<file path="config.mk">
export PLATFORM = sky130hd
export DESIGN_NAME = selective_boot_selector
export DESIGN_NICKNAME = d
export VERILOG_FILES = /design/src/logic/boot_select_pkg.sv /design/src/logic/flash_word_reader.sv /design/src/logic/selective_boot_selector.sv
export SDC_FILE = /design/constraint.sdc
export NUM_CORES = 1
export LEC_CHECK = 0
export BUFFER_PORTS_ARGS = -buffer_cell sky130_fd_sc_hd__buf_2
export CORE_UTILIZATION = 54
export DETAILED_ROUTE_END_ITERATION = 8
export PLACE_DENSITY = 0.75
export SYNTH_ARGS = -nofsm -noshare
export SYNTH_HDL_FRONTEND = slang
export SYNTH_HIERARCHICAL = 1
export SYNTH_SLANG_ARGS = --single-unit
</file>
<file path="constraint.sdc">
create_clock -name clock -period 2.9 [get_ports clock]
set_input_delay 0.29 -clock clock [delete_from_list [all_inputs] [get_ports clock]]
set_output_delay 0.29 -clock clock [all_outputs]
set_load 0.03 [all_outputs]
</file>
<file path="src/logic/boot_select_pkg.sv">
// constants and carrier types for the selective boot path selector
// assumes a single 20 MHz core clock and a word-wide flash read port
package boot_select_pkg;
    localparam logic [1:0] strap_alternate = 2'h1;
    localparam logic [1:0] strap_standard = 2'h2;
    localparam logic [19:0] addr_user_op0 = 20'h00000;
    localparam logic [19:0] addr_user_op1 = 20'h01ffc;
    localparam logic [19:0] addr_user_ref = 20'h01ffe;
    localparam logic [19:0] addr_alt_op0 = 20'h90000;
    localparam logic [19:0] addr_alt_op1 = 20'h91ffc;
    localparam logic [19:0] addr_alt_ref = 20'h91ffe;
    localparam logic [19:0] addr_select = 20'h01ffc;
    localparam logic [15:0] word_zeros = 16'h0000;
    localparam logic [15:0] word_ones = 16'hffff;
    localparam logic [7:0] sel_uart_only = 8'h01;
    localparam logic [7:0] sel_can_only = 8'h02;
    localparam logic [7:0] sel_both = 8'h03;
    localparam int sel_uart_bit = 0;
    localparam int sel_can_bit = 1;

    typedef enum logic [2:0]
    {
        path_none,
        path_normal,
        path_standard_loader,
        path_user_code,
        path_alternate_code,
        path_selective,
        path_parking
    } boot_path_t;

    typedef struct packed
    {
        logic watch_uart;
        logic watch_can;
        logic uart_start;
        logic can_start;
    } channel_state_t;
endpackage

</file>
<file path="src/logic/flash_word_reader.sv">
// one-word flash reader: issues a read and returns the word two cycles after start
// assumes flash answers with read_data valid in the cycle after read_strobe
`timescale 1ns/1ns
module flash_word_reader
    import boot_select_pkg::*;
(
    input wire logic clock,              // core clock
    input wire logic sys_rst,            // synchronous reset
    input wire logic start,              // request pulse
    input wire logic [19:0] address,     // word address
    output logic read_strobe,            // flash read pulse
    output logic [19:0] read_address,    // flash address
    input wire logic [15:0] read_data,   // flash data
    output logic done,                   // word ready pulse
    output logic [15:0] word             // captured word
);
    logic pending;
    logic next_pending;
    logic next_done;
    logic [15:0] next_word;
    logic [19:0] next_read_address;

    assign read_strobe = start;

    always_comb
    begin
        next_pending = start;
        next_done = pending;
        next_word = pending ? read_data : word;
        next_read_address = start ? address : read_address;
    end

    always_ff @(posedge clock)
    begin
        if (sys_rst)
        begin
            pending <= 1'b0;
            done <= 1'b0;
            word <= 16'h0000;
            read_address <= 20'h00000;
        end
        else
        begin
            pending <= next_pending;
            done <= next_done;
            word <= next_word;
            read_address <= next_read_address;
        end
    end

    a_done_after_start: assert property (@(posedge clock) disable iff (sys_rst)
        start |-> ##2 done)
        else $error("flash word not returned two cycles after start");
endmodule

</file>
<file path="src/logic/selective_boot_selector.sv">
// boot path selector: strap latch, signature checks and selective boot decode
// assumes reset_input_pin and receive lines are asynchronous pins
`timescale 1ns/1ns
module selective_boot_selector
    import boot_select_pkg::*;
(
    input wire logic clock,                           // core clock
    input wire logic sys_rst,                         // synchronous reset
    input wire logic reset_input_pin,                 // external reset pin, low active level
    input wire logic [1:0] reset_config_port_low,     // strap pins 5..4
    input wire logic uart_receive_input,              // uart rx pin
    input wire logic can_receive_input,               // can rx pin
    output logic flash_read,                          // flash read pulse
    output logic [19:0] flash_address,                // flash word address
    input wire logic [15:0] flash_data,               // flash word
    output logic alternate_boot_flag,                 // alternate mode strapped
    output boot_path_t boot_path,                     // chosen path
    output channel_state_t channels,                  // watch enables and starts
    output logic boot_done                            // decision made
);
    typedef enum
    {
        ph_wait_pin,
        ph_decide,
        ph_fetch,
        ph_await,
        ph_check,
        ph_select,
        ph_watch,
        ph_final
    } state_t;
    logic [1:0] pin_sync;
    logic [1:0] uart_sync;
    logic [1:0] can_sync;
    logic pin_prev;
    logic [1:0] strap_s1;
    logic [1:0] strap_s2;
    state_t state;
    state_t next_state;
    logic [1:0] strap;
    logic [1:0] next_strap;
    logic [2:0] step;
    logic [2:0] next_step;
    logic [15:0] op0;
    logic [15:0] next_op0;
    logic [15:0] op1;
    logic [15:0] next_op1;
    logic alt_set;
    logic next_alt_set;
    boot_path_t next_boot_path;
    channel_state_t next_channels;
    logic next_boot_done;
    logic next_alternate_boot_flag;
    logic rd_start;
    logic [19:0] rd_addr;
    logic rd_done;
    logic [15:0] rd_word;
    logic pin_rise;
    function automatic logic sig_ok(input logic [15:0] a, input logic [15:0] b, input logic [15:0] r);
        logic [15:0] s;
        s = a + b;
        return {s[15:8], ~s[7:0]} == r;
    endfunction
    function automatic logic [19:0] step_addr(input logic alt, input logic [2:0] k);
        logic [19:0] a;
        a = addr_user_op0;
        case (k)
            3'h0: a = alt ? addr_alt_op0 : addr_user_op0;
            3'h1: a = alt ? addr_alt_op1 : addr_user_op1;
            3'h2: a = alt ? addr_alt_ref : addr_user_ref;
            default: a = addr_select;
        endcase
        return a;
    endfunction
    flash_word_reader reader
    (
        .clock(clock),
        .sys_rst(sys_rst),
        .start(rd_start),
        .address(rd_addr),
        .read_strobe(flash_read),
        .read_address(flash_address),
        .read_data(flash_data),
        .done(rd_done),
        .word(rd_word)
    );

    // two flops on every pin before use; strap sampled with the same depth
    always_ff @(posedge clock)
    begin
        if (sys_rst)
        begin
            pin_sync <= 2'h0;
            uart_sync <= 2'h3;
            can_sync <= 2'h3;
            strap_s1 <= 2'h0;
            strap_s2 <= 2'h0;
            pin_prev <= 1'b0;
        end
        else
        begin
            pin_sync <= {pin_sync[0], reset_input_pin};
            uart_sync <= {uart_sync[0], uart_receive_input};
            can_sync <= {can_sync[0], can_receive_input};
            strap_s1 <= reset_config_port_low;
            strap_s2 <= strap_s1;
            pin_prev <= pin_sync[1];
        end
    end
    assign pin_rise = pin_sync[1] & ~pin_prev;
    assign rd_start = (state == ph_fetch);
    assign rd_addr = step_addr(alt_set, step);

    always_comb
    begin
        next_state = state;
        next_strap = strap;
        next_step = step;
        next_op0 = op0;
        next_op1 = op1;
        next_alt_set = alt_set;
        next_boot_path = boot_path;
        next_channels = channels;
        next_boot_done = boot_done;
        next_alternate_boot_flag = alternate_boot_flag;
        case (state)
            ph_wait_pin:
                if (pin_rise)
                begin
                    next_strap = strap_s2;
                    next_state = ph_decide;
                end
            ph_decide:
            begin
                next_alternate_boot_flag = (strap == strap_alternate);
                if (strap == strap_alternate)
                begin
                    next_alt_set = 1'b0;
                    next_step = 3'h0;
                    next_state = ph_fetch;
                end
                else
                begin
                    next_boot_path = (strap == strap_standard) ? path_standard_loader : path_normal;
                    next_state = ph_final;
                end
            end
            ph_fetch:
                next_state = ph_await;
            ph_await:
                if (rd_done)
                begin
                    next_state = ph_fetch;
                    if (step == 3'h0)
                        next_op0 = rd_word;
                    if (step == 3'h1)
                        next_op1 = rd_word;
                    next_step = step + 3'h1;
                    if (step == 3'h2)
                        next_state = ph_check;
                    if (step == 3'h3)
                        next_state = ph_select;
                end
            ph_check:
                if (sig_ok(op0, op1, rd_word))
                begin
                    next_boot_path = alt_set ? path_alternate_code : path_user_code;
                    next_state = ph_final;
                end
                else if (!alt_set)
                begin
                    next_alt_set = 1'b1;
                    next_step = 3'h0;
                    next_state = ph_fetch;
                end
                else
                begin
                    next_step = 3'h3;
                    next_state = ph_fetch;
                end
            ph_select:
            begin
                if (rd_word == word_zeros || rd_word == word_ones)
                begin
                    next_boot_path = path_standard_loader;
                    next_state = ph_final;
                end
                else if (rd_word[7:0] == sel_both || rd_word[7:0] == sel_uart_only
                    || rd_word[7:0] == sel_can_only)
                begin
                    next_channels.watch_uart = rd_word[sel_uart_bit];
                    next_channels.watch_can = rd_word[sel_can_bit];
                    next_boot_path = path_selective;
                    next_state = ph_watch;
                end
                else
                begin
                    next_boot_path = path_parking;
                    next_state = ph_final;
                end
                next_boot_done = 1'b1;
            end
            ph_watch:
            begin
                // a low level on an enabled line counts as a start condition
                if (channels.watch_uart && !uart_sync[1])
                    next_channels.uart_start = 1'b1;
                if (channels.watch_can && !can_sync[1])
                    next_channels.can_start = 1'b1;
            end
            ph_final:
                next_boot_done = 1'b1;
            default:
                next_state = ph_wait_pin;
        endcase
    end

    always_ff @(posedge clock)
    begin
        if (sys_rst)
        begin
            state <= ph_wait_pin;
            strap <= 2'h0;
            step <= 3'h0;
            op0 <= 16'h0000;
            op1 <= 16'h0000;
            alt_set <= 1'b0;
            boot_path <= path_none;
            channels <= '0;
            boot_done <= 1'b0;
            alternate_boot_flag <= 1'b0;
        end
        else
        begin
            state <= next_state;
            strap <= next_strap;
            step <= next_step;
            op0 <= next_op0;
            op1 <= next_op1;
            alt_set <= next_alt_set;
            boot_path <= next_boot_path;
            channels <= next_channels;
            boot_done <= next_boot_done;
            alternate_boot_flag <= next_alternate_boot_flag;
        end
    end
    a_park_holds: assert property (@(posedge clock) disable iff (sys_rst)
        boot_path == path_parking |=> boot_path == path_parking)
        else $error("parking path left without reset");
    a_zero_word_std: assert property (@(posedge clock) disable iff (sys_rst)
        state == ph_select && rd_word == word_zeros |=> boot_path == path_standard_loader)
        else $error("zero selection word did not pick standard loader");
    a_ones_word_std: assert property (@(posedge clock) disable iff (sys_rst)
        state == ph_select && rd_word == word_ones |=> boot_path == path_standard_loader)
        else $error("ones selection word did not pick standard loader");
    a_bad_low_park: assert property (@(posedge clock) disable iff (sys_rst)
        state == ph_select && rd_word != word_zeros && rd_word != word_ones && rd_word[7:0] > sel_both
        |=> boot_path == path_parking)
        else $error("invalid selection did not park");
    a_uart_only_sel: assert property (@(posedge clock) disable iff (sys_rst)
        state == ph_select && rd_word[7:0] == sel_uart_only
        |=> channels.watch_uart && !channels.watch_can)
        else $error("uart-only selection wrong");
    a_can_only_sel: assert property (@(posedge clock) disable iff (sys_rst)
        state == ph_select && rd_word[7:0] == sel_can_only && rd_word != word_ones
        |=> !channels.watch_uart && channels.watch_can)
        else $error("can-only selection wrong");
    a_both_sel: assert property (@(posedge clock) disable iff (sys_rst)
        state == ph_select && rd_word[7:0] == sel_both && rd_word != word_ones
        |=> channels.watch_uart && channels.watch_can)
        else $error("both-channel selection wrong");
    a_no_uart_start: assert property (@(posedge clock) disable iff (sys_rst)
        !channels.watch_uart |-> !channels.uart_start)
        else $error("uart start seen while unwatched");
    a_no_can_start: assert property (@(posedge clock) disable iff (sys_rst)
        !channels.watch_can |-> !channels.can_start)
        else $error("can start seen while unwatched");
    a_strap_gate: assert property (@(posedge clock) disable iff (sys_rst)
        state == ph_decide && strap != strap_alternate |=> !alternate_boot_flag ##1 state == ph_final)
        else $error("non-alternate strap entered alternate path");
    a_select_read: assert property (@(posedge clock) disable iff (sys_rst)
        state == ph_check && alt_set && !sig_ok(op0, op1, rd_word)
        |=> flash_read && rd_addr == addr_select)
        else $error("selection word not reread after failed signatures");
endmodule

</file>
=== Word-level counts from Yosys, hierarchy flattened ===
Cells that the tools add are included.

* Word-level logic and storage cells: 107
* Flip-flop bits (word level): 128
* Output and inout bits: 30

* Equal/unequal tests: 24
* Bitwise operators: 5
* Add/sub/neg operators: 2
* Reductions and logical operators: 25
* Multiplexer cells: 28

{| class="wikitable"
|+ Operators by type and width
! kind !! number
|-
| $pmux W32 S7 || 1
|-
| $eq A32 B3 Y1 const B || 5
|-
| $mux W32 || 3
|-
| $eq A32 B2 Y1 const B || 2
|-
| $mux W20 || 3
|-
| $pmux W20 S3 || 1
|-
| $eq A32 B1 Y1 const B || 1
|-
| $logic_not A32 Y1 || 1
|-
| $mux W3 || 10
|-
| $pmux W3 S3 || 2
|-
| $reduce_and A3 Y1 || 6
|-
| $add A16 B16 Y16 || 1
|-
| $eq A16 B16 Y1 || 1
|-
| $eq A16 B16 Y1 const B || 1
|-
| $eq A8 B2 Y1 const B || 2
|-
| $logic_not A16 Y1 || 1
|-
| $ne A2 B2 Y1 const B || 5
|-
| $eq A8 B1 Y1 const B || 1
|-
| $not A8 Y8 || 1
|-
| $eq A3 B2 Y1 const B || 2
|-
| $mux W2 || 3
|-
| $reduce_and A2 Y1 || 3
|-
| $reduce_bool A3 Y1 || 2
|-
| $mux W1 || 4
|-
| 15 further kinds || 22
|}

=== Logic depth before layout (Yosys ltp) ===
Gate-level depths: netlist of the first run.

* Depth after elaboration: 6
* Depth in mapped cells: 13

=== Cells and area by module ===
Netlist of the first run, hierarchy kept.

{| class="wikitable"
|+ By module, submodules not included
! module !! sequential area each (µm²) !! area each (µm²) !! cells each !! times used
|-
| selective_boot_selector || 1221.2 || 3589.7 || 423 || 1
|-
| flash_word_reader || 760.7 || 1356.3 || 122 || 1
|}

=== Least setup slack after synthesis of the first run ===
Ideal clock, no wire load.

* Kind: reg-to-reg
* From: register op0[0]
* To: register step[2]
* Setup slack: -47 ps
* Period minus slack after synthesis: 2947 ps
* Required time: 2841 ps
* Arrival time: 2888 ps
* Stages on the path, launching flop included: 14
* Cell sequence: dfxtp_1 ha_1 inv_1 fa_1 xnor2_1 nand3_1 a311oi_1 nand4_1 a2111oi_2 nand4_1 or4_1 buf_2 a211oi_2 a31o_1

* Word-level cells in the longest chain between the ends: 5

{| class="wikitable"
|+ RTL lines
! item !! RTL line !! RTL
|-
| start, declared || selective_boot_selector.sv:44 || <nowiki>logic [15:0] op0;</nowiki>
|-
| start signal, assigned || selective_boot_selector.sv:238 || <nowiki>op0 <= next_op0;</nowiki>
|-
| $add A16 B16 Y16 * || selective_boot_selector.sv:61 || <nowiki>s = a + b;</nowiki>
|-
| $not A8 Y8 || selective_boot_selector.sv:62 || <nowiki>return {s[15:8], ~s[7:0]} == r;</nowiki>
|-
| $eq A16 B16 Y1 * || selective_boot_selector.sv:62 ||
|-
| $ne A2 B2 Y1 (no source line) * || n/a ||
|-
| $reduce_and A4 Y1 (no source line) * || n/a ||
|-
| end signal, assigned || selective_boot_selector.sv:237 || <nowiki>step <= next_step;</nowiki>
|-
| end, declared || selective_boot_selector.sv:42 || <nowiki>logic [2:0] step;</nowiki>
|}

Every way passes the cells marked *; elsewhere a longest branch is shown, timed or not.
A chain may end at the register's enable or synchronous reset.

=== Worst setup path after layout of the first run ===
* From: register op0[9]
* To: register step[2]

* Word-level cells in the longest chain between the ends: 4

{| class="wikitable"
|+ RTL lines
! item !! RTL line
|-
| $add A16 B16 Y16 || selective_boot_selector.sv:61
|-
| $eq A16 B16 Y1 || selective_boot_selector.sv:62
|-
| $ne A2 B2 Y1 (no source line) || n/a
|-
| $reduce_and A4 Y1 (no source line) || n/a
|}

Every way passes these cells.

==> flow_metrics.tcl, run 1 <==
set metrics [dict create \
    synth_area_leaders "dfxtp_1, mux2i_1, nor2_1, ha_1, a21oi_1" \
    ir_worst_vdd_v 0.000506 \
    layoutNonFillerInstCount 731 \
    final-setup-viol-count 7 \
    die-area_um2 9550 \
    synth_compound_area_share_pct 12.6 \
    synth_xor_area_share_pct 3.34 \
    crit_path_start_kind "flip-flop" \
    place.port_buffers 52 \
    violations "design-rule violations, negative setup slack" \
    cp.arrival_ns 3.33 \
    drv_slew 0 \
    place_congestion 0.882 \
    clock_skew_ns 0.0120 \
    hpwl_um 7980 \
    yosysWarnings 6 \
    synth_top_flop_cell "dfxtp_1" \
    clock_tree.root_cell "clkbuf_8" \
    sw_frac_of_total_pct 35.9 \
    die_w_um 97.7 \
    clkTransAtPathRegs_ns 0.11 \
    powerDensity_nw_per_um2 613 \
    hp-class "input pin to flip-flop" \
    comb_power_share_pct 29.0 \
    synth-edff-count 0 \
    rows 34 \
    drive_above_1_share_pct 21.3 \
    clock_latency_ns 0.37 \
    hold_depth 2 \
    seqPwrFrac_pct 46.1 \
    switching_power_uw 1260 \
    post-route-util_pct 64.8 \
    hold_viol 0 \
    p_leak_uw 0.00260 \
    areaGrowthSynthToFinish_pct 15.4 \
    min_period_ns 3.01 \
    max_freq_mhz 332 \
    synth-simple-area-share_pct 18.7 \
    synth_cells 545 \
    track_usage_pct 24.2 \
    fin_crit_sh_pct 104 \
    grt.overflow.total 0 \
    p_clk_share_pct 24.9 \
    whs_endpoint "can_sync[0]" \
    coreArea_um2 8810 \
    drtPass1Iterations 7 \
    grt_pass1_vias 3892 \
    ys_types 64 \
    avgRoutedWirePerCell_um 15.4 \
    drv_cap 0 \
    grt_pass1_wl_um 18600 \
    timing.rr.end "step[2]" \
    worst_pin_slew_ns 0.983 \
    antenna_found_initial 0 \
    synthMuxAreaShare_pct 14.9 \
    drtIter0Drc 144 \
    internal_power_uw 2240 \
    antenna_left 0 \
    cts_tree "built" \
    holdBufCountCts 0 \
    dieHeight_um 97.7 \
    finalPower_uw 3500 \
    placed_cells 713 \
    post-route-drc-count 6 \
    r2r_slack_ns -0.11 \
    avgViaCountPerCell 5.63 \
    initial_core_util_pct 56.2 \
    antenna_cells 0 \
    synth-seq-area-share_pct 40.1 \
    netlist.area_leader.share_pct 40.1 \
    fill_cells 729 \
    grt_max_degree 48 \
    netlist_area_um2 4950 \
    cts.sinks 99 \
    outcome "complete, but fails checks" \
    hp-start "can_receive_input" \
    timing.final.ws_setup_ns -0.113 \
    reg2reg_from "op0[9]" \
    critical_path_class "flip-flop to flip-flop" \
    ys_seq_elements 99 \
    reg2reg_depth 10 \
    synth_top_family_by_area "simple AND/OR/NAND/NOR gates" \
    setup_tns_ns -0.496 \
    rsz0062_at_grt "yes" \
    num_vias 4113 \
    nNetsFinal 662 \
    wirelength_um 11200 \
    async_reset_ff_share_pct 0 \
    cp_max_fo 7 \
    cp.required_ns 3.21 \
    syn_avg_cell_area_um2 9.08 \
    clockBufferDepth 2 \
    synthAdderAreaFrac_pct 5.46 \
    ios 53 \
    cts_buffers 9 \
    ctsHtreeMaxLevel 3 \
    end_kind "flip-flop" \
    synth.largest_area_cell "dfxtp_1" \
    slew_headroom_pct 34.4 \
]
[sequential cells by signal (all words and copies together) (netlist names)]
name and flops:
op0 16, boot_done 1, reader/word 16, strap_s2 2, can_sync 2, reader/next_done 1, op1 16, alternate_boot_flag 1
reader/done 1, state 3, alt_set 1, strap_s1 2, reader/read_address 20, pin_prev 1, boot_path 3, strap 2
channels 4, uart_sync 2, pin_sync 2, step 3
[power by group through the flow]
stage | registers (µW) | logic [µW] | clock network (µW)
2_1_floorplan | 1720 | 663 | 0
3_3_place_gp | 1640 | 950 | 0
3_5_place_dp | 1640 | 971 | 0
4_1_cts | 1610 | 989 | 892
5_1_grt | 1630 | 1100 | 949
6_report | 1610 | 1020 | 872
[synthesized netlist by cell type, types with 3 or more instances]
| library cell | number |
|---|---|
| dfxtp_1 | 99 |
| nor2_1 | 95 |
| mux2i_1 | 69 |
| a21oi_1 | 24 |
| nand2_1 | 23 |
| ha_1 | 20 |
| inv_1 | 18 |
| clkbuf_1 | 17 |
| nor2b_1 | 14 |
| o21ai_0 | 14 |
| xnor2_1 | 10 |
| nor3_1 | 9 |
| and3_1 | 8 |
| buf_2 | 8 |
| nand2b_1 | 8 |
| nand3_1 | 8 |
| nand4_1 | 8 |
| or2_2 | 7 |
| xor2_1 | 7 |
| a31oi_1 | 6 |
| o21a_1 | 5 |
| a211oi_1 | 4 |
| a311oi_1 | 4 |
| o31ai_1 | 4 |
| buf_6 | 3 |
| or4_1 | 3 |
[worst max path at each step]
stage	startpoint	depth (start not counted)	endpoint
2_1_floorplan	op0[0]	13	step[2]
3_3_place_gp	op0[0]	12	step[2]
3_5_place_dp	op1[0]	11	step[1]
4_1_cts	op0[0]	12	step[2]
5_1_grt	op0[0]	12	step[2]
6_report	op0[9]	10	step[2]
[layer usage]
layer  vias up  routed length (µm)  track usage, %
li1       2048                   -               -
met1      1919                5330            32.0
met2       132                5160            39.9
met3        14                 608            5.32
met4         0                 146            6.64
met5         -                   0               0
[logic make-up (layout without fill, tap and decap cells)]
kind of cell / after synthesis / count (layout)
other: 1 / 6
adder cells (fa/ha/maj): 21 / 21
XOR/XNOR: 18 / 18
AO/OA/AOI/OAI: 90 / 90
buffers and inverters: 49 / 122
multiplexers: 72 / 72
flip-flops: 99 / 99
AND/OR/NAND/NOR: 195 / 195
[area by class of cell]
type                            instances  area (µm²)  area share (%)
Multi-Input combinational cell        402        2790            48.9
Clock inverter                          6        53.8           0.943
Timing Repair Buffer                   88         534            9.36
Tap cell                              108         135            2.37
Clock buffer                           10         138            2.41
Sequential cell                        99        1980            34.8
Inverter                               18        67.6            1.18
[placed cells by master, fill, tap and decap left out, drive strengths merged, types with 7 or more instances in the layout]
cell     n
clkbuf  10
and3     8
mux2i   69
xor2     8
inv     22
nand4    8
nand2   23
dfxtp   99
nand2b   8
nand3    8
or2      7
o21ai   15
xnor2   10
ha      20
buf     88
a21oi   25
nor2b   14
nor2    96
nor3     9
[metrics by stage]
stage | worst slack [ns] | hold WS [ns] | area (µm²)
final | -0.113 | 0.103 | 5710
after global routing | -0.327 | 0.0803 | 5710
after CTS | -0.146 | 0.0984 | 5680
after detailed placement | -0.294 | 0.396 | 5440
after global placement | -0.172 | 0.396 | 5440
after floorplan | 0.000279 | 0.389 | 4960
[repair_timing]
action,4_1_cts,5_1_grt
setup endpoints to repair,9,9
endpoints found under the hold margin,0,0
pin swaps,8,3
gates resized for setup,10,3
setup buffers,1,1
[critical path, stage by stage, from the launching register on]
cell      delay, ns
dfxtp_1        0.33
ha_1           0.31
xor2_1         0.31
buf_4          0.18
o31ai_1        0.07
mux4_2         0.46
a21oi_1        0.25
nand2_1        0.13
or4_4          0.56
a211oi_2       0.22
a31o_1         0.12
No activity file was read; power rests on OpenSTA's default activity.
==> inputs of run 2 (changes only) <==
Clock period 2.9 ns to 2.7 ns, I/O delays scaled along.
==> flow_metrics.tcl, run 2 (synthesis results as in run 1) <==
set metrics [dict create \
    antenna_found_initial 0 \
    wirelength_um 11600 \
    final-setup-viol-count 9 \
    initial_core_util_pct 56.2 \
    drtIter0Drc 194 \
    dieHeight_um 97.7 \
    min_period_ns 3.22 \
    clkTransAtPathRegs_ns 0.11 \
    critical_path_class "flip-flop to flip-flop" \
    hp-class "input pin to flip-flop" \
    drv_slew 0 \
    reg2reg_depth 15 \
    ir_worst_vdd_v 0.000451 \
    outcome "complete, but fails checks" \
    die_w_um 97.7 \
    cp.required_ns 2.97 \
    reg2reg_from "op0[0]" \
    clock_skew_ns 0.00891 \
    hpwl_um 8250 \
    final_common_cell "dfxtp_1" \
    clock_tree.root_cell "clkbuf_8" \
    fill_cells 719 \
    end_kind "flip-flop" \
    finalPower_uw 3850 \
    avgViaCountPerCell 5.57 \
    holdBufCountCts 0 \
    avgRoutedWirePerCell_um 15.5 \
    max_freq_mhz 311 \
    drive_above_1_share_pct 24.9 \
    violations "design-rule violations, negative setup slack" \
    cts_buffers 9 \
    layout_common_cells "dfxtp_1, nor2_1, mux2i_1" \
    grt_pass1_vias 4051 \
    crit_path_start_kind "flip-flop" \
    powerDensity_nw_per_um2 651 \
    clock_latency_ns 0.37 \
    hold_depth 2 \
    p_leak_uw 0.00273 \
    num_vias 4180 \
    grt_max_degree 54 \
    grt_pass1_wl_um 18900 \
    timing.rr.end "state[0]" \
    cts_tree "built" \
    whs_endpoint "can_sync[0]" \
    coreArea_um2 8810 \
    regMostFlops "reader/read_address" \
    cts.sinks 99 \
    rsz0062_at_grt "yes" \
    track_usage_pct 24.5 \
    areaGrowthSynthToFinish_pct 19.6 \
    hold_ws_ns 0.0775 \
    worst_pin_slew_ns 0.963 \
    antenna_left 0 \
    hp-start "can_receive_input" \
    place.port_buffers 52 \
    cp_max_fo 3 \
    hold_viol 0 \
    fin_crit_sh_pct 119 \
    cp.arrival_ns 3.48 \
    post-route-drc-count 12 \
    antenna_cells 0 \
    drtPass1Iterations 6 \
    clockBufferDepth 2 \
    nNetsFinal 682 \
    r2r_slack_ns -0.52 \
    ctsHtreeMaxLevel 3 \
    drv_cap 0 \
    slew_headroom_pct 35.8 \
    rows 34 \
    die-area_um2 9550 \
    place_congestion 0.943 \
    timing.final.ws_setup_ns -0.517 \
    largest_reg_flops 20 \
    ios 53 \
    grt.overflow.total 0 \
]
[run 2: changes by cell type in the layout (fill, tap and decap cells not counted), moves of 2 or more]
cell	previous run	this run
buf_4	35	54
a21oi_2	2	5
a311oi_2	2	0
inv_6	3	1
a21oi_1	23	20
[run 2: per-stage QoR]
step	setup TNS (ns)	utilization [%]	cell area, µm²	worst slack [ns]	instances
finish	-3.94	67.2	5920	-0.517	751
global route	-5.56	67.2	5920	-0.698	751
floorplan	-0.0963	-	5000	-0.0635	550
detailed placement	-3.00	63.9	5630	-0.411	732
global placement	-2.05	63.9	5630	-0.269	732
CTS	-3.31	66.2	5830	-0.432	748
[run 2: routing by layer]
metal | track usage [%] | part of all wire [%]
met1 | 31.9 | 47
met5 | 0 | 0
met3 | 4.10 | 4.3
met2 | 40.3 | 47
met4 | 10.0 | 2.3
[run 2: what timing repair did]
action	4_1_cts	5_1_grt
gates resized for setup	1	13
buffers inserted	0	3
pin swaps	0	7
setup endpoints to repair	9	9
[run 2: area by class of cell]
cell class                 instances  area (µm²)  area share (%)
multi-input combinational        402        2840            47.9
sequential                        99        1990            33.6
timing repair buffer             108         697            11.8
clock buffer                      10         138            2.33
tap                              108         135            2.28
inverter                          18        67.6            1.14
clock inverter                     6        56.3           0.952
[run 2: where the power goes]
group          internal, µW  switching, µW
clock                   380            565
sequential             1590            119
combinational           478            717
[run 2: worst max-delay path by stage]
stage,startpoint,endpoint,cells after the start
after CTS,op0[0],state[2],14
final,op0[0],state[0],15
after detailed placement,op0[0],state[2],14
after global placement,op0[0],state[2],14
after floorplan,op0[0],step[2],13
after global routing,op1[0],state[0],15
[run 2: worst max-delay path: stages (launching register included)]
cell and delay, ns:
dfxtp_2 0.36, ha_4 0.13, inv_2 0.03, fa_1 0.45, xnor2_1 0.17, nand3_1 0.15, a311oi_1 0.24, nand4_1 0.14
a2111oi_2 0.26, nand4_1 0.19, buf_4 0.18, nor4_4 0.13, buf_4 0.18, a311oi_4 0.04, buf_4 0.17, a221oi_2 0.28
==> inputs of run 3 (changes only) <==
Settings changed: ABC_AREA from default to 1.
==> flow_metrics.tcl, run 3 <==
set metrics [dict create \
    synth_most_common_cell "nand2_1" \
    clock_skew_ns 0.0162 \
    final_common_cell "nand2_1" \
    crit_path_start_kind "flip-flop" \
    regMostFlops "reader/read_address" \
    cts_tree "built" \
    holdBufCountCts 0 \
    finalInstanceArea_um2 5770 \
    slew_headroom_pct 63.8 \
    wirelength_um 11300 \
    r2r_slack_ns 0.26 \
    synth-seq-area-share_pct 38.3 \
    min_period_ns 2.44 \
    crit_path_end "step[2]" \
    synth_top_flop_cell "dfxtp_1" \
    hpwl_um 8100 \
    cp_max_fo 4 \
    synth_common_cells "nand2_1, nor2_1, inv_1, dfxtp_1, o21ai_0" \
    worst_pin_slew_ns 0.542 \
    die_w_um 99.9 \
    cts.sinks 99 \
    rows 35 \
    async_reset_ff_share_pct 0 \
    antenna_cells 0 \
    setup_tns_ns 0 \
    grt.overflow.total 0 \
    areaGrowthSynthToFinish_pct 11.5 \
    place.port_buffers 52 \
    netlist.area_leader.share_pct 38.3 \
    reg2reg_from "op0[0]" \
    grt_pass1_wl_um 19300 \
    drtIter0Drc 247 \
    hp-start "uart_receive_input" \
    drv_cap 0 \
    largest_reg_flops 20 \
    cp.arrival_ns 2.72 \
    clkTransAtPathRegs_ns 0.11 \
    max_freq_mhz 409 \
    dieHeight_um 99.9 \
    grt_pass1_vias 4403 \
    coreArea_um2 9240 \
    crit_start "op0[0]" \
    hold_ws_ns 0.0664 \
    clock_latency_ns 0.38 \
    cp_cell_sequence "ha_4, inv_1, fa_2, inv_1, nand2_2, nand2_2, nand3_2, nand2_2, nand3_2, nand3_2, nand2_1, nand2_1, nand2_1, nor2_2, nand3_4, nand2_2, inv_1, nor2_1, nor2_1" \
    yosysWarnings 6 \
    grt_max_degree 46 \
    nNetsFinal 878 \
    drtPass1Iterations 5 \
    powerDensity_nw_per_um2 804 \
    syn_avg_cell_area_um2 6.61 \
    ir_worst_vdd_v 0.000648 \
    p_leak_uw 0.00292 \
    hold_viol 0 \
    initial_core_util_pct 56.0 \
    synth.largest_area_cell "dfxtp_1" \
    critical_path_class "flip-flop to flip-flop" \
    path_common_cell "nand2_2" \
    worst_path_max_delay_cell "dfxtp_2" \
    synth_cells 783 \
    drive_above_1_share_pct 12.5 \
    avgRoutedWirePerCell_um 11.6 \
    hp-class "input pin to flip-flop" \
    synth_area_leaders "dfxtp_1, nand2_1, nor2_1, inv_1, ha_1" \
    cp.required_ns 2.98 \
    ys_seq_elements 99 \
    netlist_area_um2 5170 \
    synth-edff-count 0 \
    cp_slowest_stage_delay_ns 0.36 \
    clockBufferDepth 2 \
    num_vias 4739 \
    cts_buffers 9 \
    reg2reg_depth 19 \
    avgViaCountPerCell 4.90 \
    antenna_found_initial 0 \
    critPathTopFamily "simple AND/OR/NAND/NOR gates" \
    cp_num_buf_inv 3 \
    ios 53 \
    ys_types 38 \
    place_congestion 0.957 \
    timing.rr.end "step[2]" \
    ctsHtreeMaxLevel 3 \
    track_usage_pct 24.0 \
    final-setup-viol-count 0 \
    antenna_left 0 \
    post-route-drc-count 0 \
    die-area_um2 9980 \
    cp.depth 19 \
    drv_slew 0 \
    end_kind "flip-flop" \
    layout_common_cells "nand2_1, nor2_1, inv_1" \
    placed_area_um2 5480 \
    clock_tree.root_cell "clkbuf_8" \
    outcome "completed" \
    fin_crit_sh_pct 90.4 \
]
run 3: cell types whose count changed in the layout (fill, tap and decap cells not counted), sizes merged, moves of 30 or more:
cell / before / now
buf: 108 / 58
inv: 21 / 131
mux2i: 69 / 0
nand2: 23 / 201
nor2: 96 / 144
o21ai: 15 / 45
run 3: timing repair:
action                                  CTS  global route
resized for setup                         0            16
buffers inserted                          0             1
hold endpoints to repair                  0             0
endpoints found under the setup margin    0             6
run 3: stage by stage:
stage | instances | worst slack [ns] | power [µW] | utilization, %
after floorplan | 788 | 0.477 | 3270 | -
after global placement | 951 | 0.308 | 3540 | 59.3
after detailed placement | 951 | 0.154 | 3600 | 59.3
after CTS | 967 | 0.108 | 4640 | 61.7
after global routing | 968 | -0.0282 | 4990 | 62.5
final | 968 | 0.258 | 4640 | 62.5
run 3: logic make-up after synthesis:
logic type | synth area share, %
simple gates | 32.2
flops | 38.3
fa+ha+maj | 5.22
xor+xnor | 1.52
buf+inv | 12.8
compound gates | 9.94
other cells | 0.0725
run 3: area by class of cell:
cell class	count	area, µm²
fill	868	3470
multi-input combinational	538	2620
sequential	99	1980
inverter	128	480
timing repair buffer	58	305
tap	129	161
clock buffer	10	138
clock inverter	6	82.6
run 3: worst min-delay path by stage:
stage	endpoint	slack, ns	depth (start not counted)
finish	uart_sync[0]	0.07	2
global route	can_sync[0]	0.05	2
CTS	uart_sync[0]	0.05	2
detailed placement	strap_s2[0]	0.40	2
global placement	pin_sync[1]	0.39	2
floorplan	boot_done	0.34	1
run 3: report_power, final:
part,leakage (µW),switching [µW],internal (µW),total [µW]
registers,0.000807,205,1690,1900
clock network,0.000113,554,476,1030
logic,0.00200,1160,559,1720
total,0.00292,1920,2730,4640
run 3: layer usage:
layer  track usage [%]  wire length, µm
met1              30.2             5260
met2              39.9             5190
met3              5.64              641
met4              9.28              163
met5                 0                0
